`src/slsr_defs.svh`:
```
/*
   Constants of the stack light SPI register slave: frame layout, register
   offsets, reset values and limits.
   Assumes inclusion by bare name from the package, whose macros the slave module uses.
*/
`ifndef SLSR_DEFS_SVH
`define SLSR_DEFS_SVH

// frame layout, most significant bit first
`define SLSR_FRAME_BITS 32
`define SLSR_HEAD_BITS 8
`define SLSR_RW_BIT 31
`define SLSR_ADDR_HI 30
`define SLSR_ADDR_LO 24
`define SLSR_DATA_HI 23
`define SLSR_DATA_LO 0
`define SLSR_CNT_HEAD_END 5'h07
`define SLSR_CNT_FRAME_END 5'h1F

// register offsets
`define SLSR_OFF_OPERATING_MODE 7'h01
`define SLSR_OFF_LIGHT_PATTERN 7'h02
`define SLSR_OFF_RGB_COLOUR 7'h03
`define SLSR_OFF_BRIGHTNESS_LEVEL 7'h04
`define SLSR_OFF_BLINK_PERIOD 7'h05
`define SLSR_OFF_PATTERN_ARGUMENT 7'h06
`define SLSR_OFF_TEMPERATURE_RANGE_LOW 7'h07
`define SLSR_OFF_TEMPERATURE_RANGE_HIGH 7'h08
`define SLSR_OFF_LEVEL_RANGE_LOW 7'h09
`define SLSR_OFF_LEVEL_RANGE_HIGH 7'h0A
`define SLSR_OFF_AMBIENT_TEMPERATURE 7'h0B
`define SLSR_OFF_AMBIENT_HUMIDITY 7'h0C

// reset values
`define SLSR_RST_OPERATING_MODE 24'h000000
`define SLSR_RST_LIGHT_PATTERN 24'h000000
`define SLSR_RST_RGB_COLOUR 24'hFFFFFF
`define SLSR_RST_BRIGHTNESS_LEVEL 24'h000001
`define SLSR_RST_BLINK_PERIOD 24'h000014
`define SLSR_RST_PATTERN_ARGUMENT 24'h000014
`define SLSR_RST_TEMPERATURE_RANGE_LOW 24'h00000F
`define SLSR_RST_TEMPERATURE_RANGE_HIGH 24'h00001E
`define SLSR_RST_LEVEL_RANGE_LOW 24'h000000
`define SLSR_RST_LEVEL_RANGE_HIGH 24'h000064

// colour field positions
`define SLSR_RED_HI 23
`define SLSR_RED_LO 16
`define SLSR_GREEN_HI 15
`define SLSR_GREEN_LO 8
`define SLSR_BLUE_HI 7
`define SLSR_BLUE_LO 0

// brightness limit
`define SLSR_BRIGHT_MAX 127

`endif

```
`src/slsr_pkg.sv`:
```
/*
   Types of the stack light SPI register slave: modes, patterns, frame
   states and the structs that carry the register set to the renderer.
   Assumes slsr_defs.svh is reachable on the include path.
*/
package slsr_pkg;
`include "slsr_defs.svh"

   typedef enum logic [23:0] {
      SLSR_MODE_DEMO = 24'h000000,
      SLSR_MODE_TEMPERATURE = 24'h000001,
      SLSR_MODE_HUMIDITY = 24'h000002,
      SLSR_MODE_STACK = 24'h000003
   } slsr_mode_t;

   typedef enum logic [23:0] {
      SLSR_PAT_OFF = 24'h000000,
      SLSR_PAT_ALL_ON = 24'h000001,
      SLSR_PAT_BLINK = 24'h000002,
      SLSR_PAT_STACK = 24'h000003,
      SLSR_PAT_TEMPERATURE = 24'h000004,
      SLSR_PAT_RUN = 24'h000005,
      SLSR_PAT_LEVEL = 24'h000006
   } slsr_pattern_t;

   typedef enum logic [3:0] {
      SLSR_ST_IDLE = 4'b0001,
      SLSR_ST_HEAD = 4'b0010,
      SLSR_ST_BODY = 4'b0100,
      SLSR_ST_DONE = 4'b1000
   } slsr_state_t;

   typedef struct packed {
      logic [23:0] operating_mode;
      logic [23:0] light_pattern;
      logic [23:0] rgb_colour;
      logic [23:0] brightness_level;
      logic [23:0] blink_period;
      logic [23:0] pattern_argument;
      logic [23:0] temperature_range_low;
      logic [23:0] temperature_range_high;
      logic [23:0] level_range_low;
      logic [23:0] level_range_high;
   } slsr_regs_t;

   typedef struct packed {
      logic [7:0] red;
      logic [7:0] green;
      logic [7:0] blue;
   } slsr_rgb_t;

   typedef struct packed {
      logic show_count;
      logic show_segment;
      logic show_scaled;
      logic [23:0] led_count;
      logic [23:0] segment;
      logic [23:0] scale_offset;
      logic [23:0] scale_span;
   } slsr_view_t;
endpackage

```
`src/slsr_spi_regs.sv`:
```
/*
   SPI slave register bank of a multi-segment RGB stack light controller:
   pin synchronisers, 32-bit frame engine in clock mode one, register set,
   read multiplexer and the pattern argument decode handed to the renderer.
   Assumes the host is the SPI master, SCLK runs at most mclk/8, and the
   ambient sensor values arrive from logic on mclk.
*/
module slsr_spi_regs
   import slsr_pkg::*;
#(
   parameter int FRAME_BITS = `SLSR_FRAME_BITS,
   parameter int BRIGHT_MAX = `SLSR_BRIGHT_MAX
) (
   input wire logic mclk,
   input wire logic resetn,
   input wire logic spi_sclk,
   input wire logic spi_cs_n,
   input wire logic spi_mosi,
   output logic spi_miso,
   output logic spi_miso_oe,
   input wire logic [23:0] ambient_temperature,
   input wire logic [23:0] ambient_humidity,
   output slsr_regs_t regs,
   output slsr_rgb_t colour,
   output slsr_view_t view,
   output logic write_strobe
);

   if (FRAME_BITS != 32) begin : g_bad_frame
      $error("frame engine serves only 32-bit frames");
   end
   if (BRIGHT_MAX < 1 || BRIGHT_MAX > 255) begin : g_bad_bright
      $error("brightness limit out of range");
   end

   localparam logic [23:0] BRIGHT_LIMIT = 24'(BRIGHT_MAX);
   localparam logic [2:0] PIN_IDLE = 3'h2;

   function automatic logic slsr_writable(input logic [6:0] addr);
      return addr >= `SLSR_OFF_OPERATING_MODE && addr <= `SLSR_OFF_LEVEL_RANGE_HIGH;
   endfunction

   function automatic logic [23:0] slsr_read(input logic [6:0] addr, input slsr_regs_t r,
                                             input logic [23:0] temp,
                                             input logic [23:0] hum);
      logic [23:0] v;
      v = 24'h000000;
      unique case (addr)
         `SLSR_OFF_OPERATING_MODE: v = r.operating_mode;
         `SLSR_OFF_LIGHT_PATTERN: v = r.light_pattern;
         `SLSR_OFF_RGB_COLOUR: v = r.rgb_colour;
         `SLSR_OFF_BRIGHTNESS_LEVEL: v = r.brightness_level;
         `SLSR_OFF_BLINK_PERIOD: v = r.blink_period;
         `SLSR_OFF_PATTERN_ARGUMENT: v = r.pattern_argument;
         `SLSR_OFF_TEMPERATURE_RANGE_LOW: v = r.temperature_range_low;
         `SLSR_OFF_TEMPERATURE_RANGE_HIGH: v = r.temperature_range_high;
         `SLSR_OFF_LEVEL_RANGE_LOW: v = r.level_range_low;
         `SLSR_OFF_LEVEL_RANGE_HIGH: v = r.level_range_high;
         `SLSR_OFF_AMBIENT_TEMPERATURE: v = temp;
         `SLSR_OFF_AMBIENT_HUMIDITY: v = hum;
         default: v = 24'h000000;
      endcase
      return v;
   endfunction

   // two-stage synchronisers: bit 2 sclk, bit 1 cs_n, bit 0 mosi
   logic [2:0] pin_raw;
   logic [2:0] pin_meta;
   logic [2:0] pin_sync;
   assign pin_raw = {spi_sclk, spi_cs_n, spi_mosi};

   for (genvar i = 0; i < 3; i++) begin : g_sync
      always_ff @(posedge mclk or negedge resetn) begin
         if (!resetn) begin
            pin_meta[i] <= PIN_IDLE[i];
            pin_sync[i] <= PIN_IDLE[i];
         end else begin
            pin_meta[i] <= pin_raw[i];
            pin_sync[i] <= pin_meta[i];
         end
      end
   end

   logic sclk_prev;
   logic cs_n_prev;
   always_ff @(posedge mclk or negedge resetn) begin
      if (!resetn) begin
         sclk_prev <= 1'b0;
         cs_n_prev <= 1'b1;
      end else begin
         sclk_prev <= pin_sync[2];
         cs_n_prev <= pin_sync[1];
      end
   end

   logic sclk_rise;
   logic sclk_fall;
   logic cs_release;
   logic selected;
   assign sclk_rise = pin_sync[2] & ~sclk_prev;
   assign sclk_fall = ~pin_sync[2] & sclk_prev;
   assign cs_release = pin_sync[1] & ~cs_n_prev;
   assign selected = ~pin_sync[1];

   slsr_state_t state;
   logic [4:0] bit_cnt;
   logic [31:0] rx_shift;
   logic [31:0] next_frame;
   logic [23:0] tx_shift;
   logic cmd_rw;
   logic [6:0] cmd_addr;
   logic sample;
   logic head_end;
   logic last_bit;

   assign sample = sclk_fall & selected & (state == SLSR_ST_HEAD || state == SLSR_ST_BODY);
   assign next_frame = {rx_shift[30:0], pin_sync[0]};
   assign head_end = sample && state == SLSR_ST_HEAD && bit_cnt == `SLSR_CNT_HEAD_END;
   assign last_bit = sample && state == SLSR_ST_BODY && bit_cnt == `SLSR_CNT_FRAME_END;

   // frame position; deselect drops whatever was partly received
   always_ff @(posedge mclk or negedge resetn) begin
      if (!resetn) begin
         state <= SLSR_ST_IDLE;
      end else if (!selected) begin
         state <= SLSR_ST_IDLE;
      end else begin
         unique case (state)
            SLSR_ST_IDLE: state <= SLSR_ST_HEAD;
            SLSR_ST_HEAD: if (head_end) begin
               state <= SLSR_ST_BODY;
            end
            SLSR_ST_BODY: if (last_bit) begin
               state <= SLSR_ST_DONE;
            end
            SLSR_ST_DONE: state <= SLSR_ST_DONE;
            default: state <= SLSR_ST_IDLE;
         endcase
      end
   end

   always_ff @(posedge mclk or negedge resetn) begin
      if (!resetn) begin
         bit_cnt <= 5'h00;
         rx_shift <= 32'h00000000;
      end else if (!selected) begin
         bit_cnt <= 5'h00;
      end else if (sample) begin
         bit_cnt <= bit_cnt + 5'h01;
         rx_shift <= next_frame;
      end
   end

   // header byte: direction and address, read value snapshot
   always_ff @(posedge mclk or negedge resetn) begin
      if (!resetn) begin
         cmd_rw <= 1'b0;
         cmd_addr <= 7'h00;
      end else if (head_end) begin
         cmd_rw <= next_frame[7];
         cmd_addr <= next_frame[6:0];
      end
   end

   // outgoing bits change on the rising edge, the master samples on falling
   always_ff @(posedge mclk or negedge resetn) begin
      if (!resetn) begin
         tx_shift <= 24'h000000;
         spi_miso <= 1'b0;
      end else if (state == SLSR_ST_IDLE || !selected) begin
         tx_shift <= 24'h000000;
         spi_miso <= 1'b0;
      end else if (head_end) begin
         if (next_frame[7]) begin
            tx_shift <= slsr_read(next_frame[6:0], regs, ambient_temperature,
                                  ambient_humidity);
         end else begin
            tx_shift <= 24'h000000;
         end
      end else if (sclk_rise && state == SLSR_ST_BODY) begin
         spi_miso <= tx_shift[23];
         tx_shift <= {tx_shift[22:0], 1'b0};
      end
   end

   always_ff @(posedge mclk or negedge resetn) begin
      if (!resetn) begin
         spi_miso_oe <= 1'b0;
      end else begin
         spi_miso_oe <= selected;
      end
   end

   // register set; writes land only once the fourth byte is complete
   logic do_write;
   logic [23:0] wdata;
   assign do_write = last_bit && !cmd_rw && slsr_writable(cmd_addr);
   assign wdata = next_frame[`SLSR_DATA_HI:`SLSR_DATA_LO];

   always_ff @(posedge mclk or negedge resetn) begin
      if (!resetn) begin
         regs.operating_mode <= `SLSR_RST_OPERATING_MODE;
         regs.light_pattern <= `SLSR_RST_LIGHT_PATTERN;
         regs.rgb_colour <= `SLSR_RST_RGB_COLOUR;
         regs.brightness_level <= `SLSR_RST_BRIGHTNESS_LEVEL;
         regs.blink_period <= `SLSR_RST_BLINK_PERIOD;
         regs.pattern_argument <= `SLSR_RST_PATTERN_ARGUMENT;
         regs.temperature_range_low <= `SLSR_RST_TEMPERATURE_RANGE_LOW;
         regs.temperature_range_high <= `SLSR_RST_TEMPERATURE_RANGE_HIGH;
         regs.level_range_low <= `SLSR_RST_LEVEL_RANGE_LOW;
         regs.level_range_high <= `SLSR_RST_LEVEL_RANGE_HIGH;
      end else if (do_write) begin
         unique case (cmd_addr)
            `SLSR_OFF_OPERATING_MODE: regs.operating_mode <= wdata;
            `SLSR_OFF_LIGHT_PATTERN: regs.light_pattern <= wdata;
            `SLSR_OFF_RGB_COLOUR: regs.rgb_colour <= wdata;
            `SLSR_OFF_BRIGHTNESS_LEVEL:
               regs.brightness_level <= (wdata > BRIGHT_LIMIT) ? BRIGHT_LIMIT : wdata;
            `SLSR_OFF_BLINK_PERIOD: regs.blink_period <= wdata;
            `SLSR_OFF_PATTERN_ARGUMENT: regs.pattern_argument <= wdata;
            `SLSR_OFF_TEMPERATURE_RANGE_LOW: regs.temperature_range_low <= wdata;
            `SLSR_OFF_TEMPERATURE_RANGE_HIGH: regs.temperature_range_high <= wdata;
            `SLSR_OFF_LEVEL_RANGE_LOW: regs.level_range_low <= wdata;
            `SLSR_OFF_LEVEL_RANGE_HIGH: regs.level_range_high <= wdata;
            default: regs.operating_mode <= regs.operating_mode;
         endcase
      end
   end

   always_ff @(posedge mclk or negedge resetn) begin
      if (!resetn) begin
         write_strobe <= 1'b0;
      end else begin
         write_strobe <= do_write;
      end
   end

   assign colour = slsr_rgb_t'(regs.rgb_colour);

   // pattern argument decode for the renderer
   logic [23:0] rng_lo;
   logic [23:0] rng_hi;
   logic [23:0] clamped;
   logic is_count;
   logic is_scaled;
   always_comb begin
      is_count = regs.light_pattern == SLSR_PAT_ALL_ON || regs.light_pattern == SLSR_PAT_BLINK ||
                 regs.light_pattern == SLSR_PAT_RUN;
      is_scaled = regs.light_pattern == SLSR_PAT_TEMPERATURE ||
                  regs.light_pattern == SLSR_PAT_LEVEL;
      if (regs.light_pattern == SLSR_PAT_TEMPERATURE) begin
         rng_lo = regs.temperature_range_low;
         rng_hi = regs.temperature_range_high;
      end else begin
         rng_lo = regs.level_range_low;
         rng_hi = regs.level_range_high;
      end
      if (regs.pattern_argument < rng_lo) begin
         clamped = rng_lo;
      end else if (regs.pattern_argument > rng_hi) begin
         clamped = rng_hi;
      end else begin
         clamped = regs.pattern_argument;
      end
   end

   always_ff @(posedge mclk or negedge resetn) begin
      if (!resetn) begin
         view <= '0;
      end else begin
         view.show_count <= is_count;
         view.show_segment <= regs.light_pattern == SLSR_PAT_STACK;
         view.show_scaled <= is_scaled && rng_hi >= rng_lo;
         view.led_count <= is_count ? regs.pattern_argument : 24'h000000;
         view.segment <= (regs.light_pattern == SLSR_PAT_STACK) ? regs.pattern_argument :
                         24'h000000;
         view.scale_offset <= (is_scaled && rng_hi >= rng_lo) ? clamped - rng_lo :
                              24'h000000;
         view.scale_span <= (is_scaled && rng_hi >= rng_lo) ? rng_hi - rng_lo :
                            24'h000000;
      end
   end
endmodule

```
`config.mk`:
```
export PLATFORM = sky130hd
export DESIGN_NAME = slsr_spi_regs
export DESIGN_NICKNAME = d
export VERILOG_FILES = /design/src/slsr_pkg.sv /design/src/slsr_spi_regs.sv
export VERILOG_INCLUDE_DIRS = /design/src /design/src/src
export SDC_FILE = /design/constraint.sdc
export NUM_CORES = 1
export LEC_CHECK = 0
export BUFFER_PORTS_ARGS = -buffer_cell sky130_fd_sc_hd__buf_2
export CORE_MARGIN = 2
export CORE_UTILIZATION = 25
export DETAILED_ROUTE_END_ITERATION = 8
export PLACE_DENSITY_LB_ADDON = 0.15
export SYNTH_ARGS = -nofsm -noshare
export SYNTH_HDL_FRONTEND = slang
export SYNTH_SLANG_ARGS = --single-unit
```
`constraint.sdc`:
```
create_clock -name mclk -period 15.2 [get_ports mclk]
set_input_delay 3.04 -clock mclk [delete_from_list [all_inputs] [get_ports mclk]]
set_output_delay 3.04 -clock mclk [all_outputs]
set_load 0.01 [all_outputs]
```
# After elaboration in Yosys (flattened, before gate mapping)
# Cells that the tools add are included.
# Widths: inputs -> output; s select.
# classes
add_sub_neg	3
multipliers	0
n_div	0
n_lt_le_gt_ge	6
n_eq_ne	37
shift	0
mux	23
bitwise	7
n_reduce_logical	31
# ops
op	n
$mux 24	13
$pmux 24 s12	1
$eq 24x3->1 const B	3
$eq 7x3->1 const B	8
$eq 7x4->1 const B	8
$eq 24x2->1 const B	2
$sub 24x24->24	2
$eq 7x2->1 const B	4
$reduce_and 2->1	13
$eq 24x1->1 const B	1
$ge 24x24->1	1
$gt 24x24->1	1
$gt 24x7->1 const B	1
$lt 24x24->1	1
$pmux 4 s4	1
$eq 7x1->1 const B	2
$mux 4	3
$mux 5	2
$logic_and 1x1->1	9
$ge 7x1->1 const B	1
$le 7x4->1 const B	1
$ne 3x3->1 const B	2
$add 5x1->5 const B	1
$eq 5x3->1 const B	1
13 further kinds	25
# word_totals
register_bits	413
latchBits	0
ramBits	0
mem_bits_ro	0
input_bits	53
mem_count	0

# Depth between registers and ports, before layout
# logic_depth
ltp_word	9
ltp_mapped	28
depth_no_buf	25

# Worst setup path after synthesis
# Ideal clock, no wire load.
# synth_path
path_type	reg2reg
startpoint	register regs[201] (netlist name)
endpoint	register view[40] (netlist name)
setup_time_ns	0.111
t_arrival_ns	5.620
setup_slack_ns	9.469
path_stages_with_launch	28
n_path_buf	4
path_cell_list	dfrtp_1 -> nor4_1 -> nand4_1 -> nor3_2 -> buf_4 -> buf_4 -> buf_4 -> mux2i_1 -> ha_1 -> a21o_1 -> a21o_1 -> a21oi_1 -> o2111ai_1 -> o22ai_1 -> nand2_2 -> buf_2 -> mux2i_1 -> ha_1 -> fa_1 -> nand3b_1 -> a21boi_1 -> o21ai_1 -> nand2b_1 -> a2111oi_0 -> nor2_1 -> o2111ai_1 -> mux2i_1 -> a2111oi_2
# synth_between
elab_chain_cells	7
elab_cells_between_ends	13
# synth_rtl
item	line	source
start, declared	slsr_spi_regs.sv:23	output slsr_regs_t regs,
$eq 24x3->1	slsr_spi_regs.sv:249, slsr_spi_regs.sv:251	
$mux 24	slsr_spi_regs.sv:251	if (regs.light_pattern == SLSR_PAT_TEMPERATURE) begin
$gt 24x24->1	slsr_spi_regs.sv:260	end else if (regs.pattern_argument > rng_hi) begin
$mux 24	slsr_spi_regs.sv:260	
$mux 24	slsr_spi_regs.sv:258	if (regs.pattern_argument < rng_lo) begin
$sub 24x24->24	slsr_spi_regs.sv:277	view.scale_offset <= (is_scaled && rng_hi >= rng_lo) ? clamped - rng_lo :
$mux 24 *	slsr_spi_regs.sv:277	
end, declared	slsr_spi_regs.sv:25	output slsr_view_t view,
# Every way passes the cells marked *; elsewhere a longest branch is shown, timed or not.
# A chain may end at the register's enable or synchronous reset.

# Worst setup path after layout
# layout_path
startpoint	register regs[201] (netlist name)
endpoint	register view[47] (netlist name)
# The elaborated chain is that of the path after synthesis.

==> metrics.txt <==
result of the run complete, no violations; number of global-route vias before repair about 18000; maximum level of the CTS H-tree 2; worst hold stages 0; residual overflow from global routing 0; syn_area_per_cell 11.32 um2; path depth of the worst reg2reg path 25; maximum number of pins on one net before global-route repair 151; GRT Total Usage 0.1991; synthesized instance count roughly 1900; number of optimization iterations in the first detailed-route pass 5; number of storage elements in the synthesis netlist between 400 and 500; simple-gate share of the synthesized area 0.09693; worst setup skew after layout between 0.01 and 0.015 ns; number of antenna violations at the first check in global routing 2; dominant combinational cell family by area after synthesis multiplexers; Post-CTS Setup Inserts 0; Area Growth Syn to Fin 22.19%; final critical-path share of the clock period 0.5087; xor-xnor portion of the synthesized cell area 0.01332; class of the tightest hold or removal check register to register; starting density of the core 0.2513; Clk pin slew, worst setup/hold paths around 0.060 ns; hold violation count in the final report 0; unique cell type count in the Yosys netlist slightly above 70; relative slew slack 0.1330; routed wire length between 90000 and 100000 um; detailed-route wire length per cell about 26 um; compound-cell area share of the yosys netlist 0.1248; nature of the critical path startpoint register; reg-to-reg setup timing slack about 7.5 ns; detail-routed via count per cell a little under 5; commonest cells after routing, fill and taps aside 417 x buf_2, 369 x dfrtp_1, 271 x mux2_2; maximum fanout encountered on the critical timing path 47; highest achievable clock rate about 130 MHz; summed negative setup slack over all endpoints 0 ns; endpoint type of the worst setup path register; worst endpoint required time 15.73 ns; first-pass GRT wire length 130000 um; VDD IR-drop max about 0.073 mV; arrival time reported for the critical path endpoint roughly 8.3 ns; cell area after layout ~27000 um2; total of endpoints with negative setup slack in the final report 0; largest buffer count on any clock path 3; clock period minus worst slack between 7 and 8 ns; number of gates resized after CTS 0; post-synthesis net count around 2100; total CTS buffers 51; total placed instance area around 25000 um2; commonest non-fill, non-tap cell in the layout buf_2; terminus of the critical flop-to-flop path view[47]$_DFF_PN0_; core outline area around 86000 um2; overall die height roughly 300 um; Final Wtd Congestion between 0.8 and 0.9; sequential element share of the synthesized area 0.4788; prevailing post-synth register cell dfrtp_1; CTS root buf clkbuf_16; CP Class register to register; synthesized area 21700 um2; die area about 89000 um2; Power Dens Cells around 91 nW/um2; leakage power total roughly 13 nW; via count between 15000 and 20000; post-route non-filler standard cell count between 3000 and 4000; setup repair after global routing missed its margin false; I/O pin cnt between 400 and 500; remaining number of nets flagged by the antenna check after routing 0; mux share of post-synthesis cell area 0.1859; number of synthesized flops with an enable pin 0; Syn. warnings 0; number of DRC markers after the initial detailed-route iteration ~1100; number of port buffers between 400 and 500; slowest cell on the critical path nor4_1; TritonCTS clock tree yes; Tot Pwr between 2 and 2.5 mW; hold worst-path end pin_sync[2]$_DFF_PN0_; DP HPWL 68170 um; actual transition at the worst max-transition pin 1.297 ns; proportion of register bits with asynchronous set or reset after synthesis 1.000; share of final-layout standard cells stronger than drive strength 1 0.3799; Clock Latency Late Sink ~0.6 ns; area share of fa/ha/maj cells after synthesis 0.05836; DRC viols 0; Final Slew Violations 0; cell count after placement approximately 3400; x dimension of the die between 200 and 300 um; reported max-cap violation count 0; hold-fix buffer count after cts 0; Crit path largest cell delay around 0.7 ns; floorplan row count 108; worst r2r src regs[201]$_DFFE_PN0P_; net total in the final layout between 2000 and 2500; Hold Path Origin pin_meta[2]$_DFF_PN0_; number of sinks on the clock net just over 400; diodes inserted 0
==> through the flow <==
stage	util	hold slack (ns)	worst slack, ns
floorplan	-	0.3312	9.469
global placement	0.2876	0.3396	7.515
detailed placement	0.2876	0.3465	7.464
CTS	0.3071	0.3533	7.434
global route	0.3071	0.3593	7.019
finish	0.3071	0.3538	7.468
==> synthesized netlist by cell type (6+ instances only) <==
cell | instances | area share
o21ai_0 | 115 | 0.027
a22oi_1 | 96 | 0.033
clkbuf_1 | 77 | 0.013
a211oi_1 | 7 | 0.0024
nor4_1 | 15 | 0.0043
a21oi_1 | 56 | 0.013
dfrtp_1 | 370 | 0.43
inv_1 | 50 | 0.0086
a21o_1 | 16 | 0.0055
a41o_1 | 24 | 0.011
nand3_1 | 22 | 0.0051
xor2_1 | 19 | 0.0077
dfstp_2 | 43 | 0.052
buf_1 | 12 | 0.0021
and2_1 | 68 | 0.020
xnor2_1 | 14 | 0.0057
buf_4 | 32 | 0.011
nand2b_1 | 15 | 0.0043
a31oi_1 | 9 | 0.0026
nand4_1 | 18 | 0.0052
nor2_1 | 95 | 0.016
ha_1 | 98 | 0.057
o21a_1 | 7 | 0.0024
mux2i_1 | 97 | 0.045
a221oi_1 | 24 | 0.0097
o31ai_1 | 6 | 0.0021
mux2_2 | 271 | 0.14
nor3_1 | 25 | 0.0058
nand2_1 | 102 | 0.018
nor2b_1 | 15 | 0.0043
buf_2 | 18 | 0.0042
==> how the worst max path moves through the flow <==
stage	cells past startpoint	endpoint	from	slack [ns]
after floorplan	27	view[40]$_DFF_PN0_	regs[201]$_DFFE_PN0P_	9.47
after global placement	23	view[47]$_DFF_PN0_	regs[201]$_DFFE_PN0P_	7.51
after detailed placement	23	view[40]$_DFF_PN0_	regs[201]$_DFFE_PN0P_	7.46
after CTS	23	view[46]$_DFF_PN0_	regs[201]$_DFFE_PN0P_	7.43
after global routing	27	view[40]$_DFF_PN0_	regs[201]$_DFFE_PN0P_	7.02
final	25	view[47]$_DFF_PN0_	regs[201]$_DFFE_PN0P_	7.47
==> per-layer routing <==
metal,vias up,part of all wire,track usage
met5,-,0,0
met2,507,0.45,0.3133
met4,0,0.019,0.04307
met1,8735,0.46,0.2791
li1,7704,-,-
met3,98,0.063,0.04449
==> final cells by class <==
cell class	instances	area, um2
multi-input cells	1310	10480
repair buffers	447	2332
clock inverters	17	193.9
flip-flops and latches	413	10390
well taps	1155	1445
inverters	50	187.7
fillers	8882	59830
clock buffers	77	1484
==> where the power goes <==
group	internal [mW]	switching [mW]
sequential	1.10	0.00860
combinational	0.0155	0.0635
clock	0.725	0.509
==> critical path: cells and delay by family, from the launching register on <==
family	cells	cell delay [ns]
and+or+nand+nor	6	1.95
AOI/OAI and AO/OA	12	2.61
muxes	2	0.65
adders and majority gates	2	0.77
buffers and inverters	3	1.20
DFF	1	0.43
==> flip-flops by register name, summed over array words and instances, names as in the netlist <==
name and cells:
regs 216, pin_sync 2, rx_shift 23, write_strobe 1, cmd_addr 7, spi_miso_oe 1, colour 24, spi_miso 1
view 99, cmd_rw 1, next_frame 1, bit_cnt 5, state 4, sclk_prev 1, pin_meta 3, tx_shift 24
==> logic make-up (layout without fill, tap and decap cells) <==
| family | after synthesis | after routing |
|---|---|---|
| buffers and inverters | 194 | 591 |
| DFF | 413 | 413 |
| and+or+nand+nor | 412 | 412 |
| adders and majority gates | 100 | 100 |
| muxes | 369 | 369 |
| AOI/OAI and AO/OA | 396 | 396 |
| xor gates and xnor gates | 33 | 33 |
Note: power is estimated with default switching activity, not from simulation.
